--- src/kspc_pkg.sv ---
package kspc_pkg;
	// word framing
	localparam int          WORD_BITS     = 8;
	localparam logic [3:0]  BIT_CNT_DONE  = 4'h8;
	// address fields, two-bit group then three-bit group
	localparam logic [1:0]  ADDR_CENTER   = 2'h0;
	localparam logic [1:0]  ADDR_PRESCALE = 2'h1;
	localparam logic [1:0]  ADDR_GAIN     = 2'h2;
	localparam logic [1:0]  ADDR_LONG     = 2'h3;
	localparam logic        SUB_TIME      = 1'h0;
	localparam logic        SUB_TEST      = 1'h1;
	// field positions inside a word
	localparam int          WIDE_MSB      = 5;
	localparam int          NARROW_MSB    = 4;
	localparam int          CHAN_BIT      = 0;
	localparam int          HIZ_BIT       = 0;
	localparam int          DIV_LSB       = 1;
	localparam int          DIV_MSB       = 4;
	localparam int          SPARE_BIT     = 5;
	localparam int          DIAG_LSB      = 1;
	localparam int          DIAG_MSB      = 4;
	// settings after reset
	localparam logic [5:0]  CENTER_RST    = 6'h00;
	localparam logic [5:0]  GAIN_RST      = 6'h00;
	localparam logic [4:0]  TIME_RST      = 5'h00;
	localparam logic [4:0]  TEST_RST      = 5'h00;
	localparam logic [5:0]  PRESCALE_RST  = 6'h01;
	// diagnostic mux selections
	localparam logic [3:0]  DIAG_INTEG    = 4'h0;
	localparam logic [3:0]  DIAG_SCF      = 4'h1;
	localparam logic [3:0]  DIAG_GAIN     = 4'h2;
	localparam logic [3:0]  DIAG_AAF      = 4'h3;
	// host register map (byte addresses)
	localparam logic [11:0] REG_TXDATA    = 12'h000;
	localparam logic [11:0] REG_CTRL      = 12'h004;
	localparam logic [11:0] REG_STATUS    = 12'h008;
	localparam int          CTRL_HOLD_BIT = 0;
	localparam int          CTRL_BITS_LSB = 4;
	// link timing: serial half period
	localparam int          SCK_HALF_NS   = 200;
	localparam int          CLK_NS        = 40;
	localparam int          SCK_HALF_CYC  = (SCK_HALF_NS + CLK_NS - 1) / CLK_NS;
	// host states
	typedef enum logic [2:0] {
		HS_IDLE  = 3'h0,
		HS_SEL   = 3'h1,
		HS_LOW   = 3'h3,
		HS_HIGH  = 3'h2,
		HS_LAST  = 3'h6,
		HS_DESEL = 3'h7
	} kspc_host_e;
endpackage : kspc_pkg
--- src/kspc_link_if.sv ---
`timescale 1ns/1ps
interface kspc_link_if;
	logic cs_n;
	logic sck;
	logic si;
	logic so_out;
	logic so_oe;
	logic int_hold;
	modport dev  (input cs_n, input sck, input si, input int_hold, output so_out, output so_oe);
	modport host (output cs_n, output sck, output si, output int_hold, input so_out, input so_oe);
endinterface : kspc_link_if

--- src/kspc_device.sv ---
`timescale 1ns/1ps
// Notes on behaviour
// [RL1] one eight-bit word per chip select low
// [RL2] sample serial input on falling serial clock
// [RL3] words travel most significant bit first
// [RL4] split word into address and value fields
// [RL5] all words accepted during hold
// [RL6] address 00 loads bandpass centre code
// [RL7] centre codes 0..63 select fixed frequencies
// [RL8] address 10 loads gain code
// [RL9] gain codes 0..63 select fixed gains
// [RL10] address 110 loads time constant code
// [RL11] time codes 0..31 select fixed constants
// [RL12] address 111 loads test/channel, bit0 channel
// [RL13] diagnostic bits act only when test low
// [RL14] address 01 loads divider and output state
// [RL15] top divider bit is ignored
// [RL16] test mux follows diagnostic selection
// [RL17] antialias evaluation powers output buffer down
// [RL18] integrate/hold high integrates, low holds
// [RL19] commit on select rise after clean eight pulses
// [RL20] wrong bit count leaves settings unchanged
// [RL21] drive bit 1 floats output, 0 drives
// [RL22] divider codes 0..8 map 4..24 MHz
// [RL23] settings hold until valid word commits
// [RL24] decode two bits first, then third bit
module kspc_device (
	input  wire logic       clk,
	input  wire logic       sys_rst,
	kspc_link_if.dev        link,
	input  wire logic       test_pin,
	output logic [5:0]      center_code_field,
	output logic [5:0]      gain_code_field,
	output logic [4:0]      time_code_field,
	output logic            channel_pick_bit,
	output logic [3:0]      divider_code_bit,
	output logic [3:0]      mux_select,
	output logic            buffer_power_down,
	output logic            integrating,
	output logic            word_error
);
	logic [5:0] center_r, center_nxt;
	logic [5:0] gain_r, gain_nxt;
	logic [4:0] time_r, time_nxt;
	logic [4:0] test_r, test_nxt;
	logic [5:0] presc_r, presc_nxt;
	logic [7:0] shift_r, shift_nxt;
	logic [3:0] cnt_r, cnt_nxt;
	logic       sck_d_r, cs_d_r;
	logic       si_d_r; // serial input as it stood before the clock fell
	logic       bad_r, bad_nxt;
	logic [3:0] mux_r, mux_nxt;
	logic       pd_r, pd_nxt;
	logic       integ_r, integ_nxt;
	logic       err_r, err_nxt;
	logic       so_r, so_nxt, soe_r, soe_nxt;
	logic       sck_fall, cs_fall, cs_rise, cs_low;

	// edge detection on the link pins
	assign sck_fall = sck_d_r & ~link.sck;
	assign cs_fall  = cs_d_r & ~link.cs_n;
	assign cs_rise  = ~cs_d_r & link.cs_n;
	assign cs_low   = ~link.cs_n;

	// shift, count and commit
	always_comb begin
		shift_nxt  = shift_r;
		cnt_nxt    = cnt_r;
		bad_nxt    = bad_r;
		err_nxt    = 1'b0;
		center_nxt = center_r;
		gain_nxt   = gain_r;
		time_nxt   = time_r;
		test_nxt   = test_r;
		presc_nxt  = presc_r;
		if (cs_fall) begin
			cnt_nxt = 4'h0;
			bad_nxt = link.sck; // see [RL19]
		end else if (cs_low && sck_fall) begin // see [RL2]
			shift_nxt = {shift_r[6:0], si_d_r}; // see [RL3]
			if (cnt_r == kspc_pkg::BIT_CNT_DONE)
				bad_nxt = 1'b1; // see [RL20]
			else
				cnt_nxt = cnt_r + 4'h1;
		end
		// commit happens whether integrating or holding, see [RL5]
		if (cs_rise) begin
			if (!bad_r && cnt_r == kspc_pkg::BIT_CNT_DONE && !sck_d_r) begin // see [RL1] see [RL19] see [RL23]
				case (shift_r[7:6]) // see [RL4] see [RL24]
					kspc_pkg::ADDR_CENTER:   center_nxt = shift_r[kspc_pkg::WIDE_MSB:0]; // see [RL6] see [RL7]
					kspc_pkg::ADDR_PRESCALE: presc_nxt  = shift_r[kspc_pkg::WIDE_MSB:0]; // see [RL14]
					kspc_pkg::ADDR_GAIN:     gain_nxt   = shift_r[kspc_pkg::WIDE_MSB:0]; // see [RL8] see [RL9]
					default: begin
						if (shift_r[5] == kspc_pkg::SUB_TIME)
							time_nxt = shift_r[kspc_pkg::NARROW_MSB:0]; // see [RL10] see [RL11]
						else
							test_nxt = shift_r[kspc_pkg::NARROW_MSB:0]; // see [RL12]
					end
				endcase
			end else begin
				err_nxt = 1'b1; // see [RL20]
			end
		end
	end

	// derived outputs
	always_comb begin
		mux_nxt   = kspc_pkg::DIAG_INTEG;
		if (!test_pin)
			mux_nxt = test_r[kspc_pkg::DIAG_MSB:kspc_pkg::DIAG_LSB]; // see [RL13] see [RL16]
		pd_nxt    = (mux_nxt == kspc_pkg::DIAG_AAF); // see [RL17]
		integ_nxt = link.int_hold; // see [RL18]
		soe_nxt   = ~presc_r[kspc_pkg::HIZ_BIT]; // see [RL21]
		so_nxt    = shift_r[7];
	end

	// register stage
	always_ff @(posedge clk) begin
		if (sys_rst) begin
			center_r <= kspc_pkg::CENTER_RST;
			gain_r   <= kspc_pkg::GAIN_RST;
			time_r   <= kspc_pkg::TIME_RST;
			test_r   <= kspc_pkg::TEST_RST;
			presc_r  <= kspc_pkg::PRESCALE_RST;
			shift_r  <= 8'h00;
			cnt_r    <= 4'h0;
			bad_r    <= 1'b1;
			sck_d_r  <= 1'b0;
			si_d_r   <= 1'b0;
			cs_d_r   <= 1'b1;
			mux_r    <= kspc_pkg::DIAG_INTEG;
			pd_r     <= 1'b0;
			integ_r  <= 1'b0;
			err_r    <= 1'b0;
			so_r     <= 1'b0;
			soe_r    <= 1'b0;
		end else begin
			center_r <= center_nxt;
			gain_r   <= gain_nxt;
			time_r   <= time_nxt;
			test_r   <= test_nxt;
			presc_r  <= presc_nxt;
			shift_r  <= shift_nxt;
			cnt_r    <= cnt_nxt;
			bad_r    <= bad_nxt;
			sck_d_r  <= link.sck;
			si_d_r   <= link.si; // host moves data in the same cycle as the clock falls
			cs_d_r   <= link.cs_n;
			mux_r    <= mux_nxt;
			pd_r     <= pd_nxt;
			integ_r  <= integ_nxt;
			err_r    <= err_nxt;
			so_r     <= so_nxt;
			soe_r    <= soe_nxt;
		end
	end

	assign center_code_field = center_r;
	assign gain_code_field   = gain_r;
	assign time_code_field   = time_r;
	assign channel_pick_bit  = test_r[kspc_pkg::CHAN_BIT];
	// spare divider bit stays unused, see [RL15]
	assign divider_code_bit  = presc_r[kspc_pkg::DIV_MSB:kspc_pkg::DIV_LSB]; // see [RL22]
	assign mux_select        = mux_r;
	assign buffer_power_down = pd_r;
	assign integrating       = integ_r;
	assign word_error        = err_r;
	assign link.so_out       = so_r;
	assign link.so_oe        = soe_r;
endmodule : kspc_device

--- src/flat_wrapper.sv ---
// flat-port wrapper written by rule: the top's interface ports become plain ports
module kspc_device_flat 
  (clk, sys_rst, test_pin, center_code_field, gain_code_field, time_code_field, channel_pick_bit, divider_code_bit, mux_select, buffer_power_down, integrating, word_error, link_cs_n, link_sck, link_si, link_int_hold, link_so_out, link_so_oe);
  kspc_link_if link_i ();
  input  wire logic clk;
  input  wire logic sys_rst;
  input  wire logic test_pin;
  output logic [5:0] center_code_field;
  output logic [5:0] gain_code_field;
  output logic [4:0] time_code_field;
  output logic channel_pick_bit;
  output logic [3:0] divider_code_bit;
  output logic [3:0] mux_select;
  output logic buffer_power_down;
  output logic integrating;
  output logic word_error;
  input wire logic [$bits(link_i.cs_n)-1:0] link_cs_n;
  input wire logic [$bits(link_i.sck)-1:0] link_sck;
  input wire logic [$bits(link_i.si)-1:0] link_si;
  input wire logic [$bits(link_i.int_hold)-1:0] link_int_hold;
  output wire logic [$bits(link_i.so_out)-1:0] link_so_out;
  output wire logic [$bits(link_i.so_oe)-1:0] link_so_oe;
  assign link_i.cs_n = link_cs_n;
  assign link_i.sck = link_sck;
  assign link_i.si = link_si;
  assign link_i.int_hold = link_int_hold;
  assign link_so_out = link_i.so_out;
  assign link_so_oe = link_i.so_oe;
  kspc_device u_core (.clk(clk), .sys_rst(sys_rst), .link(link_i), .test_pin(test_pin), .center_code_field(center_code_field), .gain_code_field(gain_code_field), .time_code_field(time_code_field), .channel_pick_bit(channel_pick_bit), .divider_code_bit(divider_code_bit), .mux_select(mux_select), .buffer_power_down(buffer_power_down), .integrating(integrating), .word_error(word_error));
endmodule
--- config.mk ---
export PLATFORM = sky130hd
export DESIGN_NAME = kspc_device_flat
export DESIGN_NICKNAME = d
export VERILOG_FILES = /design/src/kspc_pkg.sv /design/src/kspc_link_if.sv /design/src/kspc_device.sv /design/src/flat_wrapper.sv
export SDC_FILE = /design/constraint.sdc
export NUM_CORES = 1
export LEC_CHECK = 0
export ABC_AREA = 1
export ABC_CLOCK_PERIOD_IN_PS = 1700
export BUFFER_PORTS_ARGS = -buffer_cell sky130_fd_sc_hd__clkbuf_2
export CORE_ASPECT_RATIO = 2
export CORE_MARGIN = 5
export CORE_UTILIZATION = 50
export DETAILED_ROUTE_END_ITERATION = 8
export HOLD_SLACK_MARGIN = 0.05
export PLACE_DENSITY = 0.81
export SETUP_SLACK_MARGIN = 0.02
export SLEW_MARGIN = 10
export SYNTH_ARGS = -nofsm -noshare
export SYNTH_HDL_FRONTEND = slang
export SYNTH_SLANG_ARGS = --single-unit
--- constraint.sdc ---
create_clock -name clk -period 1.7 [get_ports clk]
set_input_delay 0.255 -clock clk [delete_from_list [all_inputs] [get_ports clk]]
set_output_delay 0.255 -clock clk [all_outputs]
set_load 0.02 [all_outputs]
==> results.md <==
* Outcome: finished clean
* Clock root buffer: clkbuf_8
* Resized Gates After CTS at 0
* Top post-synthesis cells by count: 66 x nor2_1, 63 x nand2_1, 52 x dfxtp_1
* FF-to-FF Start: u_core.cnt_r[0]$_SDFFE_PP0P_
* Initial Util at 0.5099
* Gpl congestion at 0.8200
* I/O pins at 38
* CP Data Arrival Time at 1.70 ns
* Worst Tran Pin Value at 0.3153 ns
* Count of final max-slew check failures at 0
* Sink Count at 52
* Clock transition at path regs at 0.09 ns
* All-layer global routing usage at 0.1639
* Setup tns final at 0 ns
* Initial antenna violation count at 0
* Core outline area at 4297 sq um
* First-pass GRT wire length at 7852 um
* CP startpoint kind: flop
* Fin area at 2485 sq um
* Initial DRC Count at 48
* Synth Area per Inst at 7.427 sq um
* Synth top area cells: dfxtp_1 48%, nor2_1 11%, nand2_1 11%, inv_1 7.0%, nand4_1 3.4%
* Final setup vio count at 0
* Clk_skew at 0.008717 ns
* RSZ-0062 raised after global routing: false
* Pre-antenna DRT Iters at 4
* Most common cell in the synthesized netlist: nor2_1
* IO buf count at 37
* Number of synthesized flops with an enable pin at 0
* Final WL at 4355 um
* Wirelength per Cell at 11.34 um
* Vias in the first global route at 1822
* Max Root-Sink Buffers at 2
* PD cells at 885.7 nW/um^2
* Count of hold-fix buffers inserted at cts at 0
* Vias per cell at 4.807
* Max-Slew Margin vs Limit at 0.7895
* Filler cells at 423
* Max cap viols at 0
* Clock latency on the worst-skew pair at 0.31 ns
* Hold path start: test_pin
* Period utilization at 0.8785
* CP startpoint: u_core.cnt_r[0]$_SDFFE_PP0P_
* Diode count at 0
* Largest net degree at the start of global routing at 23
* Setup Buffers After CTS at 0
* Row cnt at 34
* Main synth FF type: dfxtp_1
* Critical path endpoint category: flop
* Fin crit period at 1.493 ns
* Synth unique cells at 23
* Top cell type's share of synthesized area at 0.4752
* Register area share after synthesis at 0.4752
* CTS tree: yes
* Hold crit path type: in -> reg
* GR Layer Usage met1 at 0.1620
* Worst-path maximum fanout at 6
* Synth-to-layout area growth at 13.42%
* DR vias at 1846
* Static leakage at 1.235 nW
* Met2 Use GR at 0.3104
* Yosys top cell by area: dfxtp_1
* Met3 Use GR at 0.02989
* Mapped cell area at 2191 sq um
* Max frequency at 669.6 MHz
* Die ar. at 5886 sq um
* CP Class: reg -> reg
* Post-synth ARST share at 0
* Ys Warns at 0
* Synthesized flop and latch total at 52
* Busiest grt layer: met2
* H-tree Lvls at 2
* Layout Nets at 338
* Gate Count Post-Synth at 295
* Detail Placement HPWL at 3321 um
* Post-route antenna net violation count at 0
* Die height at 103.6 um
* Worst VDD drop at 0.9583 mV
* Final Hold Vio Count at 0
* Placed Area at 2364 sq um
* Die width at 56.81 um
* Crit path required time at 1.91 ns
* # DRC at 0
* Net Count, Synth at 304
* Share of cells above drive strength 1 at 0.1939
* CTS buffer count at 5
* Congestion Overflow GR at 0
==> metrics by stage <==
stage	power, W	instances	util	worst slack, ns	hold slack, ns
floorplan	0.001321	295	-	0.4093	0.3326
global placement	0.001341	376	0.5501	0.2675	0.4232
detailed placement	0.001342	376	0.5501	0.2215	0.4251
CTS	0.002221	384	0.5783	0.1841	0.1227
global route	0.002286	384	0.5783	0.04896	0.1205
finish	0.002201	384	0.5783	0.2065	0.1288
==> final timing paths <==
kind                                           to  cells past startpoint  slack [ns]
setup / recovery     u_core.cnt_r[1]$_SDFFE_PP0P_                      8        0.21
hold / removal    u_core.mux_select[0]$_SDFF_PP0_                      2        0.13
setup reg to reg     u_core.cnt_r[1]$_SDFFE_PP0P_                      8        0.21
hold reg to reg      u_core.link.so_oe$_SDFF_PP0_                      1        0.44
==> worst max-delay path, stage by stage, from the launching register on <==
cell	delay, ns
dfxtp_1	0.41
inv_1	0.08
ha_1	0.22
nand2_2	0.12
nor2_8	0.05
nor2_1	0.25
inv_1	0.12
nand2_1	0.08
a21oi_1	0.06
==> placed cells by master (no fill, tap or decap) <==
cell type	n
nor2_1	66
nand2_1	63
dfxtp_1	52
inv_1	41
clkbuf_2	37
nand4_1	12
a21oi_1	10
o21ai_0	9
nand3_1	7
clkbuf_8	6
nor2_2	5
buf_4	4
nand4_2	3
nor2_4	2
nor3_1	2
nor4_1	2
ha_1	2
nand3_4	1
nand2_2	1
nor2_8	1
nand3_2	1
inv_2	1
clkinv_4	1
bufinv_16	1
==> power breakdown <==
part | switching [W] | leakage, nW | internal [W]
sequential | 0.0000110 | 0.420 | 0.00123
combinational | 0.0000524 | 0.753 | 0.0000236
clock | 0.000405 | 0.0614 | 0.000482
==> flip-flops by register name, indices dropped and copies added, names as in the netlist, 4 cells and up <==
| signal | cells |
|---|---|
| u_core.cnt_r | 4 |
| u_core.test_r | 5 |
| u_core.gain_code_field | 6 |
| u_core.center_code_field | 6 |
| u_core.time_code_field | 5 |
| u_core.mux_select | 4 |
| u_core.shift_r | 8 |
| u_core.presc_r | 5 |
==> logic make-up (layout without fill, tap and decap cells) <==
group / Yosys count / count (layout) / share of synthesized area
compound gates: 19 / 19 / 0.04340
fa+ha+maj: 2 / 2 / 0.01142
buf+inv: 56 / 91 / 0.1222
flops: 52 / 52 / 0.4752
simple gates: 166 / 166 / 0.3478
==> per-layer routing <==
layer  wire length [um]  vias up
met3                175        8
met4                116        0
met1               1625      838
met5                  0        -
li1                   -      965
met2               2439       35
==> layout make-up <==
| type | count | area [sq um] | share of cell area |
|---|---|---|---|
| repair buffers | 41 | 215.2 | 0.08661 |
| multi-input cells | 187 | 882.1 | 0.3550 |
| clock inverters | 2 | 38.79 | 0.01561 |
| flip-flops and latches | 52 | 1041 | 0.4189 |
| inverters | 42 | 157.7 | 0.06344 |
| well taps | 54 | 67.56 | 0.02719 |
| clock buffers | 6 | 82.58 | 0.03323 |
(Power assumes the default switching activity.)
